File: config.mk
export PLATFORM = sky130hd
export DESIGN_NAME = att_regs
export DESIGN_NICKNAME = d
export VERILOG_FILES = /design/src/att_pkg.sv /design/src/att_regs.sv /design/src/att_tick.sv /design/src/att_settle.sv
export SDC_FILE = /design/constraint.sdc
export NUM_CORES = 1
export LEC_CHECK = 0
export BUFFER_PORTS_ARGS = -buffer_cell sky130_fd_sc_hd__buf_2
export CORE_MARGIN = 1
export CORE_UTILIZATION = 60
export DETAILED_ROUTE_END_ITERATION = 8
export PLACE_DENSITY_LB_ADDON = 0.05
export SLEW_MARGIN = 20
export SYNTH_ARGS = -nofsm -noshare
export SYNTH_HDL_FRONTEND = slang
export SYNTH_SLANG_ARGS = --single-unit
export TNS_END_PERCENT = 1
File: constraint.sdc
create_clock -name clk -period 9 [get_ports clk]
set_clock_uncertainty 0.05 [all_clocks]
set_input_delay 0.45 -clock clk [delete_from_list [all_inputs] [get_ports clk]]
set_output_delay 0.45 -clock clk [all_outputs]
set_load 0.05 [all_outputs]
File: src/att_pkg.sv
// Purpose: Shared constants and carriers for the AFE tuning timing block
// Assumes: APB with 32-bit data, one register per aligned word
// Notes: Printed offsets are register indexes; byte address is index * 4
package att_pkg;

   // Tick is a fixed cycle count; it spans 2 us only on a 40 MHz clock
   localparam int unsigned TICK_CYC_INT = 80;
   localparam logic [6:0] TICK_CYC = TICK_CYC_INT[6:0];

   localparam logic [7:0] IDX_GAIN_PER = 8'h44;
   localparam logic [7:0] IDX_COARSE_OVR = 8'h45;
   localparam logic [7:0] IDX_FINE_OVR = 8'h46;
   localparam logic [7:0] IDX_OFS_PER = 8'h47;
   localparam logic [7:0] IDX_EXTRP = 8'h48;
   localparam logic [7:0] IDX_FUNC_WAKE = 8'h4C;
   localparam logic [7:0] IDX_START_HI = 8'h4D;
   localparam logic [7:0] IDX_START_LO = 8'h4E;
   localparam logic [7:0] IDX_LP_WAKE = 8'h4F;
   localparam logic [7:0] IDX_CTRL = 8'h60;
   localparam logic [7:0] IDX_STATUS = 8'h61;

   localparam logic [15:0] RST_GAIN_PER = 16'h01F4;
   localparam logic [15:0] RST_OVR = 16'h0000;
   localparam logic [15:0] RST_OFS_PER = 16'h01F4;
   localparam logic [15:0] RST_EXTRP = 16'h0000;
   localparam logic [15:0] RST_FUNC_WAKE = 16'h1000;
   localparam logic [2:0] RST_START_HI = 3'h6;
   localparam logic [15:0] RST_START_LO = 16'h1A80;
   localparam logic [15:0] RST_LP_WAKE = 16'h1000;

   localparam int unsigned OVR_EN_BIT = 15;
   localparam int unsigned CTRL_SLEEP_BIT = 0;
   localparam int unsigned CTRL_BATT_BIT = 1;
   localparam int unsigned CTRL_QUAL_BIT = 2;

   typedef enum logic [2:0] {
      ATT_STARTUP, ATT_FUNC, ATT_SLEEP, ATT_WAKE_FUNC, ATT_LOWPWR,
      ATT_WAKE_LP
   } att_state_e;

   typedef struct packed {
      logic [7:0] coarse;
      logic [7:0] fine;
   } att_offset_s;

endpackage : att_pkg

File: src/att_regs.sv
// Purpose: APB register bank and timing for AFE gain and offset tuning
// Assumes: Single clock; auto DAC codes come from the loop as inputs
// Notes: Zero wait states; unmapped addresses read zero and flag pslverr
//
// Behaviour
// - One gain period drives both gain controllers; update every period x 2us.
// - Gain period zero stops all gain DAC updates.
// - Coarse override bit 15 forces coarse offset to bits 7:0; auto stops.
// - Fine override bit 15 forces fine offset to bits 7:0.
// - Override values are 8-bit two's complement, 250 uV per step.
// - Both offset controllers update every offset period x 2us.
// - Offset period zero stops all auto offset DAC updates; overrides still apply.
// - Extrapolator runs extrapolation time x 2us after a qualifying event.
// - Extrapolation time zero means the extrapolator never runs.
// - Sleep to functional waits functional wake settle cycles.
// - Startup settle count is 19 bits split over two registers.
// - Sequencing is held in reset during the startup settle count.
// - Battery sleep to low power holds DSP reset for its settle count.
// - Gain period resets 0x01F4; overrides reset zero, auto active.
module att_regs
   import att_pkg::*;
(
   input wire logic clk,
   input wire logic nrst,
   input wire logic psel,
   input wire logic penable,
   input wire logic pwrite,
   input wire logic [11:0] paddr,
   input wire logic [31:0] pwdata,
   input wire logic [3:0] pstrb,
   output logic [31:0] prdata,
   output logic pready,
   output logic pslverr,
   input wire logic [5:0] auto_coarse_gain,
   input wire logic [5:0] auto_fine_gain,
   input wire att_offset_s auto_offset,
   output logic [5:0] coarse_gain_dac,
   output logic [5:0] fine_gain_dac,
   output att_offset_s offset_dac,
   output logic extrap_run,
   output logic seq_reset,
   output logic dsp_reset
);
   logic [15:0] gain_per_q, coarse_ovr_q, fine_ovr_q, ofs_per_q;
   logic [15:0] extrp_q, func_wake_q, start_lo_q, lp_wake_q;
   logic [2:0] start_hi_q, ctrl_q;
   logic [18:0] startup_cnt;
   att_state_e state_q;
   logic gain_stb, ofs_stb, extrp_stb;
   logic start_busy, fwake_busy, lwake_busy;
   logic start_load_q, fwake_load, lwake_load;
   logic sleep_req_q, qual_q, qual_d;
   logic [15:0] extrp_left_q;
   logic wr_en, rd_en;
   logic [7:0] idx;
   logic [31:0] rd_d;
   logic hit_d;

   function automatic logic [15:0] merge16(input logic [15:0] old,
                                           input logic [31:0] wd,
                                           input logic [3:0] st);
      merge16 = {st[1] ? wd[15:8] : old[15:8], st[0] ? wd[7:0] : old[7:0]};
   endfunction : merge16

   assign idx = paddr[9:2];
   assign wr_en = psel && penable && pwrite;
   assign rd_en = psel && !penable && !pwrite;
   assign startup_cnt = {start_hi_q, start_lo_q};

   always_ff @(posedge clk or negedge nrst) begin
      if (!nrst) begin
         gain_per_q <= RST_GAIN_PER;
         coarse_ovr_q <= RST_OVR;
         fine_ovr_q <= RST_OVR;
         ofs_per_q <= RST_OFS_PER;
         extrp_q <= RST_EXTRP;
         func_wake_q <= RST_FUNC_WAKE;
         start_hi_q <= RST_START_HI;
         start_lo_q <= RST_START_LO;
         lp_wake_q <= RST_LP_WAKE;
         ctrl_q <= 3'h0;
      end else if (wr_en && paddr[1:0] == 2'h0) begin
         if (idx == IDX_GAIN_PER) begin
            gain_per_q <= merge16(gain_per_q, pwdata, pstrb);
         end else if (idx == IDX_COARSE_OVR) begin
            coarse_ovr_q <= merge16(coarse_ovr_q, pwdata, pstrb) & 16'h80FF;
         end else if (idx == IDX_FINE_OVR) begin
            fine_ovr_q <= merge16(fine_ovr_q, pwdata, pstrb) & 16'h80FF;
         end else if (idx == IDX_OFS_PER) begin
            ofs_per_q <= merge16(ofs_per_q, pwdata, pstrb);
         end else if (idx == IDX_EXTRP) begin
            extrp_q <= merge16(extrp_q, pwdata, pstrb);
         end else if (idx == IDX_FUNC_WAKE) begin
            func_wake_q <= merge16(func_wake_q, pwdata, pstrb);
         end else if (idx == IDX_START_HI) begin
            if (pstrb[0]) begin
               start_hi_q <= pwdata[2:0];
            end
         end else if (idx == IDX_START_LO) begin
            start_lo_q <= merge16(start_lo_q, pwdata, pstrb);
         end else if (idx == IDX_LP_WAKE) begin
            lp_wake_q <= merge16(lp_wake_q, pwdata, pstrb);
         end else if (idx == IDX_CTRL) begin
            if (pstrb[0]) begin
               ctrl_q <= pwdata[2:0];
            end
         end
      end
   end

   // Read data is staged in setup so the access phase needs no wait
   always_comb begin
      rd_d = 32'h00000000;
      hit_d = 1'b1;
      if (paddr[1:0] != 2'h0) begin
         hit_d = 1'b0;
      end else if (idx == IDX_GAIN_PER) begin
         rd_d = {16'h0000, gain_per_q};
      end else if (idx == IDX_COARSE_OVR) begin
         rd_d = {16'h0000, coarse_ovr_q};
      end else if (idx == IDX_FINE_OVR) begin
         rd_d = {16'h0000, fine_ovr_q};
      end else if (idx == IDX_OFS_PER) begin
         rd_d = {16'h0000, ofs_per_q};
      end else if (idx == IDX_EXTRP) begin
         rd_d = {16'h0000, extrp_q};
      end else if (idx == IDX_FUNC_WAKE) begin
         rd_d = {16'h0000, func_wake_q};
      end else if (idx == IDX_START_HI) begin
         rd_d = {29'h00000000, start_hi_q};
      end else if (idx == IDX_START_LO) begin
         rd_d = {16'h0000, start_lo_q};
      end else if (idx == IDX_LP_WAKE) begin
         rd_d = {16'h0000, lp_wake_q};
      end else if (idx == IDX_CTRL) begin
         rd_d = {29'h00000000, ctrl_q};
      end else if (idx == IDX_STATUS) begin
         rd_d = {24'h000000, extrap_run, dsp_reset, seq_reset, 2'h0, state_q};
      end else begin
         hit_d = 1'b0;
      end
   end

   always_ff @(posedge clk or negedge nrst) begin
      if (!nrst) begin
         prdata <= 32'h00000000;
         pslverr <= 1'b0;
      end else if (psel && !penable) begin
         prdata <= rd_en ? rd_d : 32'h00000000;
         pslverr <= !hit_d;
      end
   end

   // Ready is registered from the setup phase, so it is high in each access phase: zero wait states
   always_ff @(posedge clk or negedge nrst) begin
      if (!nrst) begin
         pready <= 1'b0;
      end else begin
         pready <= psel && !penable;
      end
   end

   att_tick u_gain_tick (
      .clk(clk),
      .nrst(nrst),
      .run(!seq_reset),
      .period(gain_per_q),
      .strobe(gain_stb)
   );

   att_tick u_ofs_tick (
      .clk(clk),
      .nrst(nrst),
      .run(!seq_reset),
      .period(ofs_per_q),
      .strobe(ofs_stb)
   );

   always_ff @(posedge clk or negedge nrst) begin
      if (!nrst) begin
         coarse_gain_dac <= 6'h00;
         fine_gain_dac <= 6'h00;
      end else if (gain_stb && gain_per_q != 16'h0000) begin
         coarse_gain_dac <= auto_coarse_gain;
         fine_gain_dac <= auto_fine_gain;
      end
   end

   // Overrides act at once; auto codes land only on the offset strobe
   always_ff @(posedge clk or negedge nrst) begin
      if (!nrst) begin
         offset_dac <= '0;
      end else begin
         if (coarse_ovr_q[OVR_EN_BIT]) begin
            offset_dac.coarse <= coarse_ovr_q[7:0];
         end else if (ofs_stb && ofs_per_q != 16'h0000) begin
            offset_dac.coarse <= auto_offset.coarse;
         end
         if (fine_ovr_q[OVR_EN_BIT]) begin
            offset_dac.fine <= fine_ovr_q[7:0];
         end else if (ofs_stb && ofs_per_q != 16'h0000) begin
            offset_dac.fine <= auto_offset.fine;
         end
      end
   end

   // Qualifying event is a rising edge of the control bit
   assign qual_d = ctrl_q[CTRL_QUAL_BIT];
   always_ff @(posedge clk or negedge nrst) begin
      if (!nrst) begin
         qual_q <= 1'b0;
      end else begin
         qual_q <= qual_d;
      end
   end

   logic [6:0] xsub_q;
   assign extrp_stb = (xsub_q == TICK_CYC - 7'h01);
   always_ff @(posedge clk or negedge nrst) begin
      if (!nrst) begin
         xsub_q <= 7'h00;
         extrp_left_q <= 16'h0000;
         extrap_run <= 1'b0;
      end else if (qual_d && !qual_q && extrp_q != 16'h0000) begin
         xsub_q <= 7'h00;
         extrp_left_q <= extrp_q;
         extrap_run <= 1'b1;
      end else if (extrp_left_q == 16'h0000) begin
         xsub_q <= 7'h00;
         extrap_run <= 1'b0;
      end else if (extrp_stb) begin
         xsub_q <= 7'h00;
         extrp_left_q <= extrp_left_q - 16'h0001;
         extrap_run <= (extrp_left_q != 16'h0001);
      end else begin
         xsub_q <= xsub_q + 7'h01;
      end
   end

   always_ff @(posedge clk or negedge nrst) begin
      if (!nrst) begin
         sleep_req_q <= 1'b0;
         start_load_q <= 1'b1;
      end else begin
         sleep_req_q <= ctrl_q[CTRL_SLEEP_BIT];
         // Settle write during startup restarts the wait at the new count
         start_load_q <= wr_en && state_q == ATT_STARTUP
            && (idx == IDX_START_HI || idx == IDX_START_LO);
      end
   end

   assign fwake_load = (state_q == ATT_SLEEP) && !ctrl_q[CTRL_SLEEP_BIT]
      && !ctrl_q[CTRL_BATT_BIT];
   assign lwake_load = (state_q == ATT_SLEEP) && !ctrl_q[CTRL_SLEEP_BIT]
      && ctrl_q[CTRL_BATT_BIT];

   att_settle u_start (
      .clk(clk),
      .nrst(nrst),
      .load(start_load_q),
      .count(startup_cnt),
      .busy(start_busy)
   );

   att_settle u_fwake (
      .clk(clk),
      .nrst(nrst),
      .load(fwake_load),
      .count({3'h0, func_wake_q}),
      .busy(fwake_busy)
   );

   att_settle u_lwake (
      .clk(clk),
      .nrst(nrst),
      .load(lwake_load),
      .count({3'h0, lp_wake_q}),
      .busy(lwake_busy)
   );

   always_ff @(posedge clk or negedge nrst) begin
      if (!nrst) begin
         state_q <= ATT_STARTUP;
      end else begin
         case (state_q)
            ATT_STARTUP: begin
               if (!start_load_q && !start_busy) begin
                  state_q <= ATT_FUNC;
               end
            end
            ATT_FUNC, ATT_LOWPWR: begin
               if (sleep_req_q) begin
                  state_q <= ATT_SLEEP;
               end
            end
            ATT_SLEEP: begin
               if (fwake_load) begin
                  state_q <= ATT_WAKE_FUNC;
               end else if (lwake_load) begin
                  state_q <= ATT_WAKE_LP;
               end
            end
            ATT_WAKE_FUNC: begin
               if (!fwake_busy) begin
                  state_q <= ATT_FUNC;
               end
            end
            ATT_WAKE_LP: begin
               if (!lwake_busy) begin
                  state_q <= ATT_LOWPWR;
               end
            end
            default: begin
               state_q <= ATT_STARTUP;
            end
         endcase
      end
   end

   always_ff @(posedge clk or negedge nrst) begin
      if (!nrst) begin
         seq_reset <= 1'b1;
         dsp_reset <= 1'b1;
      end else begin
         seq_reset <= (state_q == ATT_STARTUP) || start_busy;
         dsp_reset <= (state_q == ATT_STARTUP) || lwake_busy;
      end
   end
endmodule : att_regs

File: src/att_tick.sv
// Purpose: Periodic strobe every period times a fixed tick
// Assumes: Period is sampled live; zero disables the strobe
// Notes: A change of period takes effect at the next tick, against the count in progress
module att_tick
   import att_pkg::*;
(
   input wire logic clk,
   input wire logic nrst,
   input wire logic run,
   input wire logic [15:0] period,
   output logic strobe
);
   logic [6:0] sub_q;
   logic [15:0] cnt_q;
   logic tick;

   assign tick = (sub_q == TICK_CYC - 7'h01);

   always_ff @(posedge clk or negedge nrst) begin
      if (!nrst) begin
         sub_q <= 7'h00;
      end else if (!run || period == 16'h0000 || tick) begin
         sub_q <= 7'h00;
      end else begin
         sub_q <= sub_q + 7'h01;
      end
   end

   always_ff @(posedge clk or negedge nrst) begin
      if (!nrst) begin
         cnt_q <= 16'h0000;
         strobe <= 1'b0;
      end else if (!run || period == 16'h0000) begin
         cnt_q <= 16'h0000;
         strobe <= 1'b0;
      end else if (tick) begin
         if (cnt_q + 16'h0001 >= period) begin
            cnt_q <= 16'h0000;
            strobe <= 1'b1;
         end else begin
            cnt_q <= cnt_q + 16'h0001;
            strobe <= 1'b0;
         end
      end else begin
         strobe <= 1'b0;
      end
   end
endmodule : att_tick

File: src/att_settle.sv
// Purpose: One-shot down counter for settle waits
// Assumes: Load is a one-cycle pulse
// Notes: Busy stays high for exactly count cycles; zero count is no wait
module att_settle
   import att_pkg::*;
(
   input wire logic clk,
   input wire logic nrst,
   input wire logic load,
   input wire logic [18:0] count,
   output logic busy
);
   logic [18:0] cnt_q;

   always_ff @(posedge clk or negedge nrst) begin
      if (!nrst) begin
         cnt_q <= 19'h00000;
         busy <= 1'b0;
      end else if (load) begin
         cnt_q <= count;
         busy <= (count != 19'h00000);
      end else if (cnt_q > 19'h00001) begin
         cnt_q <= cnt_q - 19'h00001;
      end else begin
         cnt_q <= 19'h00000;
         busy <= 1'b0;
      end
   end
endmodule : att_settle

==> impl_results.md <==
- Post-synth top area share: 0.439
- Achievable frequency: 0.253 GHz
- Worst EP required: 9.35 ns
- Gr busiest metal: met2
- Die X: approximately 170 um
- Placed cells: a little under 2000
- Seq cells post-synth: a little over 300
- Drt first pass iters: 8
- Number of DRC markers in iteration 0: roughly 1200
- Ant. Diodes: 0
- Routed Antenna Nets: 0
- Slew Viols, Final: 0
- Mapped Area: between 15000 and 20000 um^2
- Post-route DRC: 3
- Power density over the cells: approximately 190 nW/um^2
- Sequential area share after synthesis: 0.476
- Number of I/O pins: between 100 and 150
- Setup TNS Final: 0 ns
- Clk_lat worst skew: about 0.51 ns
- Overall Power: approximately 3.5 mW
- Startpoint Class: flip-flop
- Initial Util: 0.616
- Via Count: ~13000
- Slew HR: 0.309
- Failing checks: DRC
- Root Buffer: clkbuf_16
- CTS tree: done
- Fraction of layout instances using a drive strength above 1: 0.219
- CTS H-tree lvls: 2
- Area delta synth->final: 11.7%
- Drt wl/cell: about 21 um
- Core ar.: ~26000 um^2
- Layout Cells excl Fill: roughly 2000
- Critical Path Fanout Max: 13
- Total gr overflow: 0
- Final Critical Period: 3.96 ns
- Synth area leader: dfrtp_1
- Synth cell types: 80
- Final setup fails: 0
- Die height: 166 um
- Avg Inst Size Synth: approximately 10 um^2
- Sink Count: 306
- Fin. Hold Viols: 0
- RSZ-0062 raised after global routing: false
- Most frequent cell after synthesis: dfrtp_1
- Async S/R FF share, synth: 1.00
- Synth Flop Type: dfrtp_1
- Post-CTS Hold Buffers: 1
- Global routing usage on met1: 0.461
- Tcrit/Tclk final: 0.440
- Peak supply drop: 0.212 mV
- Critical path type: flip-flop to flip-flop
- Met3 global-route usage: 0.0596
- Synth top area cells: dfrtp_1, mux2_2, nand2_1
- Post-CTS Resized: 0
- Vias/cell: around 6.2
- Clock Tree Buf Depth: 3
- First-pass GRT wire length: between 60000 and 70000 um
- Status: finished, violations left
- # rows: around 60
- Postcts setup bufs: 0
- Worst-path clk slew: ~0.060 ns
- Synth Instances: 1597
- Worst Path Arrival: approximately 4.3 ns
- Inserted Clock Buffers: 34
- Final WL: between 40000 and 50000 um
- Worst min-delay path class: input pin to flip-flop
- Worst slew pin tran: ~1.0 ns
- Vias in the first global route: 12500
- Initial antenna violation count: 0
- Max cap viols: 0
- Buffers on Ports: 109
- HPWL after DPL: about 30000 um
- Final Cell Area: roughly 18000 um^2
- Gr usage total: 0.320
- Count of flip-flops with a built-in enable after synthesis: 0
- GP Congestion: about 0.95
- Largest net degree at the start of global routing: about 110
- Number of warning messages in the yosys log: 0
- Post-layout net count: 1815
- Crit path capture type: flip-flop
- M2 GR Usage: 0.483
- R2R Setup Slk: between 5 and 6 ns
- Area post-placement: between 15000 and 20000 um^2
- Most frequent cells after synthesis: dfrtp_1, nand2_1, o21ai_0
- Regs by FF count: u_fwake.cnt_q (19), u_lwake.cnt_q (19), u_start.cnt_q (19)
- Die ar.: between 20000 and 30000 um^2
- Leakage power: around 8.3 nW
-- cell families (layout without fill, tap and decap cells) --
kind of cell | Yosys count | count (layout) | share of synthesized area
flip-flops | 306 | 306 | 0.476
AND/OR/NAND/NOR | 529 | 529 | 0.165
AO/OA/AOI/OAI | 330 | 330 | 0.129
adder cells (fa/ha/maj) | 45 | 45 | 0.0349
multiplexers | 155 | 155 | 0.108
buffers and inverters | 142 | 243 | 0.0391
other | 1 | 16 | 0.000232
XOR/XNOR | 89 | 89 | 0.0483
-- worst paths after layout --
| check | startpoint | to | cells past startpoint |
|---|---|---|---|
| min in group asynchronous | nrst | u_lwake.cnt_q[16] | 2 |
| setup reg to reg | u_gain_tick.cnt_q[0] | u_gain_tick.cnt_q[6] | 11 |
| hold reg to reg | ctrl_q[0] | sleep_req_q | 0 |
| max in group asynchronous | nrst | u_gain_tick.cnt_q[3] | 4 |
| setup / recovery | u_gain_tick.cnt_q[0] | u_gain_tick.cnt_q[6] | 11 |
| hold / removal | auto_fine_gain[1] | fine_gain_dac[1] | 2 |
-- cell usage in the layout, fill, tap and decap left out, drive strengths merged, types with 18 or more instances in the layout --
| cell type | synthesis | final |
|---|---|---|
| dfrtp | 283 | 283 |
| nand3 | 32 | 32 |
| ha | 45 | 45 |
| inv | 62 | 62 |
| mux2 | 128 | 128 |
| nor4 | 47 | 47 |
| o21ai | 146 | 146 |
| nor3 | 34 | 34 |
| nand2 | 180 | 180 |
| a22oi | 19 | 19 |
| nand2b | 23 | 23 |
| or2 | 18 | 18 |
| dfstp | 23 | 23 |
| buf | 35 | 120 |
| xnor2 | 58 | 58 |
| xor2 | 31 | 31 |
| a21oi | 50 | 50 |
| clkbuf | 45 | 49 |
| nor2 | 99 | 99 |
| mux2i | 25 | 25 |
| nor2b | 23 | 23 |
-- worst max-delay path, stage by stage, from the launching register on --
cell       delay (ns)
dfrtp_1          0.42
ha_1             0.26
nand3_1          0.16
nor2_1           0.31
nand3_1          0.16
and2_1           0.19
or2_2            0.29
ha_1             0.27
nand4_1          0.09
a2111oi_0        0.85
a21boi_2         0.38
a221o_1          0.42
-- where the power goes --
part	total (mW)	leakage [nW]	internal, mW	switching [mW]
Combinational	0.440	3.72	0.169	0.271
Sequential	1.60	3.98	1.49	0.117
Clock	1.42	0.557	0.868	0.554
-- layer usage --
| metal | routed length (um) | up-vias |
|---|---|---|
| met4 | 1540 | 0 |
| met1 | 19000 | 6201 |
| met5 | 0 | - |
| met2 | 18800 | 505 |
| met3 | 3270 | 85 |
| li1 | - | 5866 |
-- layout make-up --
cell class                      count  area, um^2
Clock buffer                       49        1010
Clock inverter                     11         138
Fill cell                        2026        8170
Inverter                           62         233
Multi-Input combinational cell   1164        7900
Sequential cell                   306        7690
Tap cell                          335         419
Timing Repair Buffer              121         648
-- stage by stage --
| step | util | setup WS, ns | hold slack [ns] |
|---|---|---|---|
| global placement | 0.644 | 5.18 | 0.340 |
| floorplan | - | 5.64 | 0.104 |
| finish | 0.688 | 5.04 | 0.114 |
| CTS | 0.688 | 5.08 | 0.104 |
| detailed placement | 0.644 | 5.07 | 0.347 |
| global route | 0.688 | 4.78 | 0.104 |
Note: power is estimated with default switching activity, not from simulation.
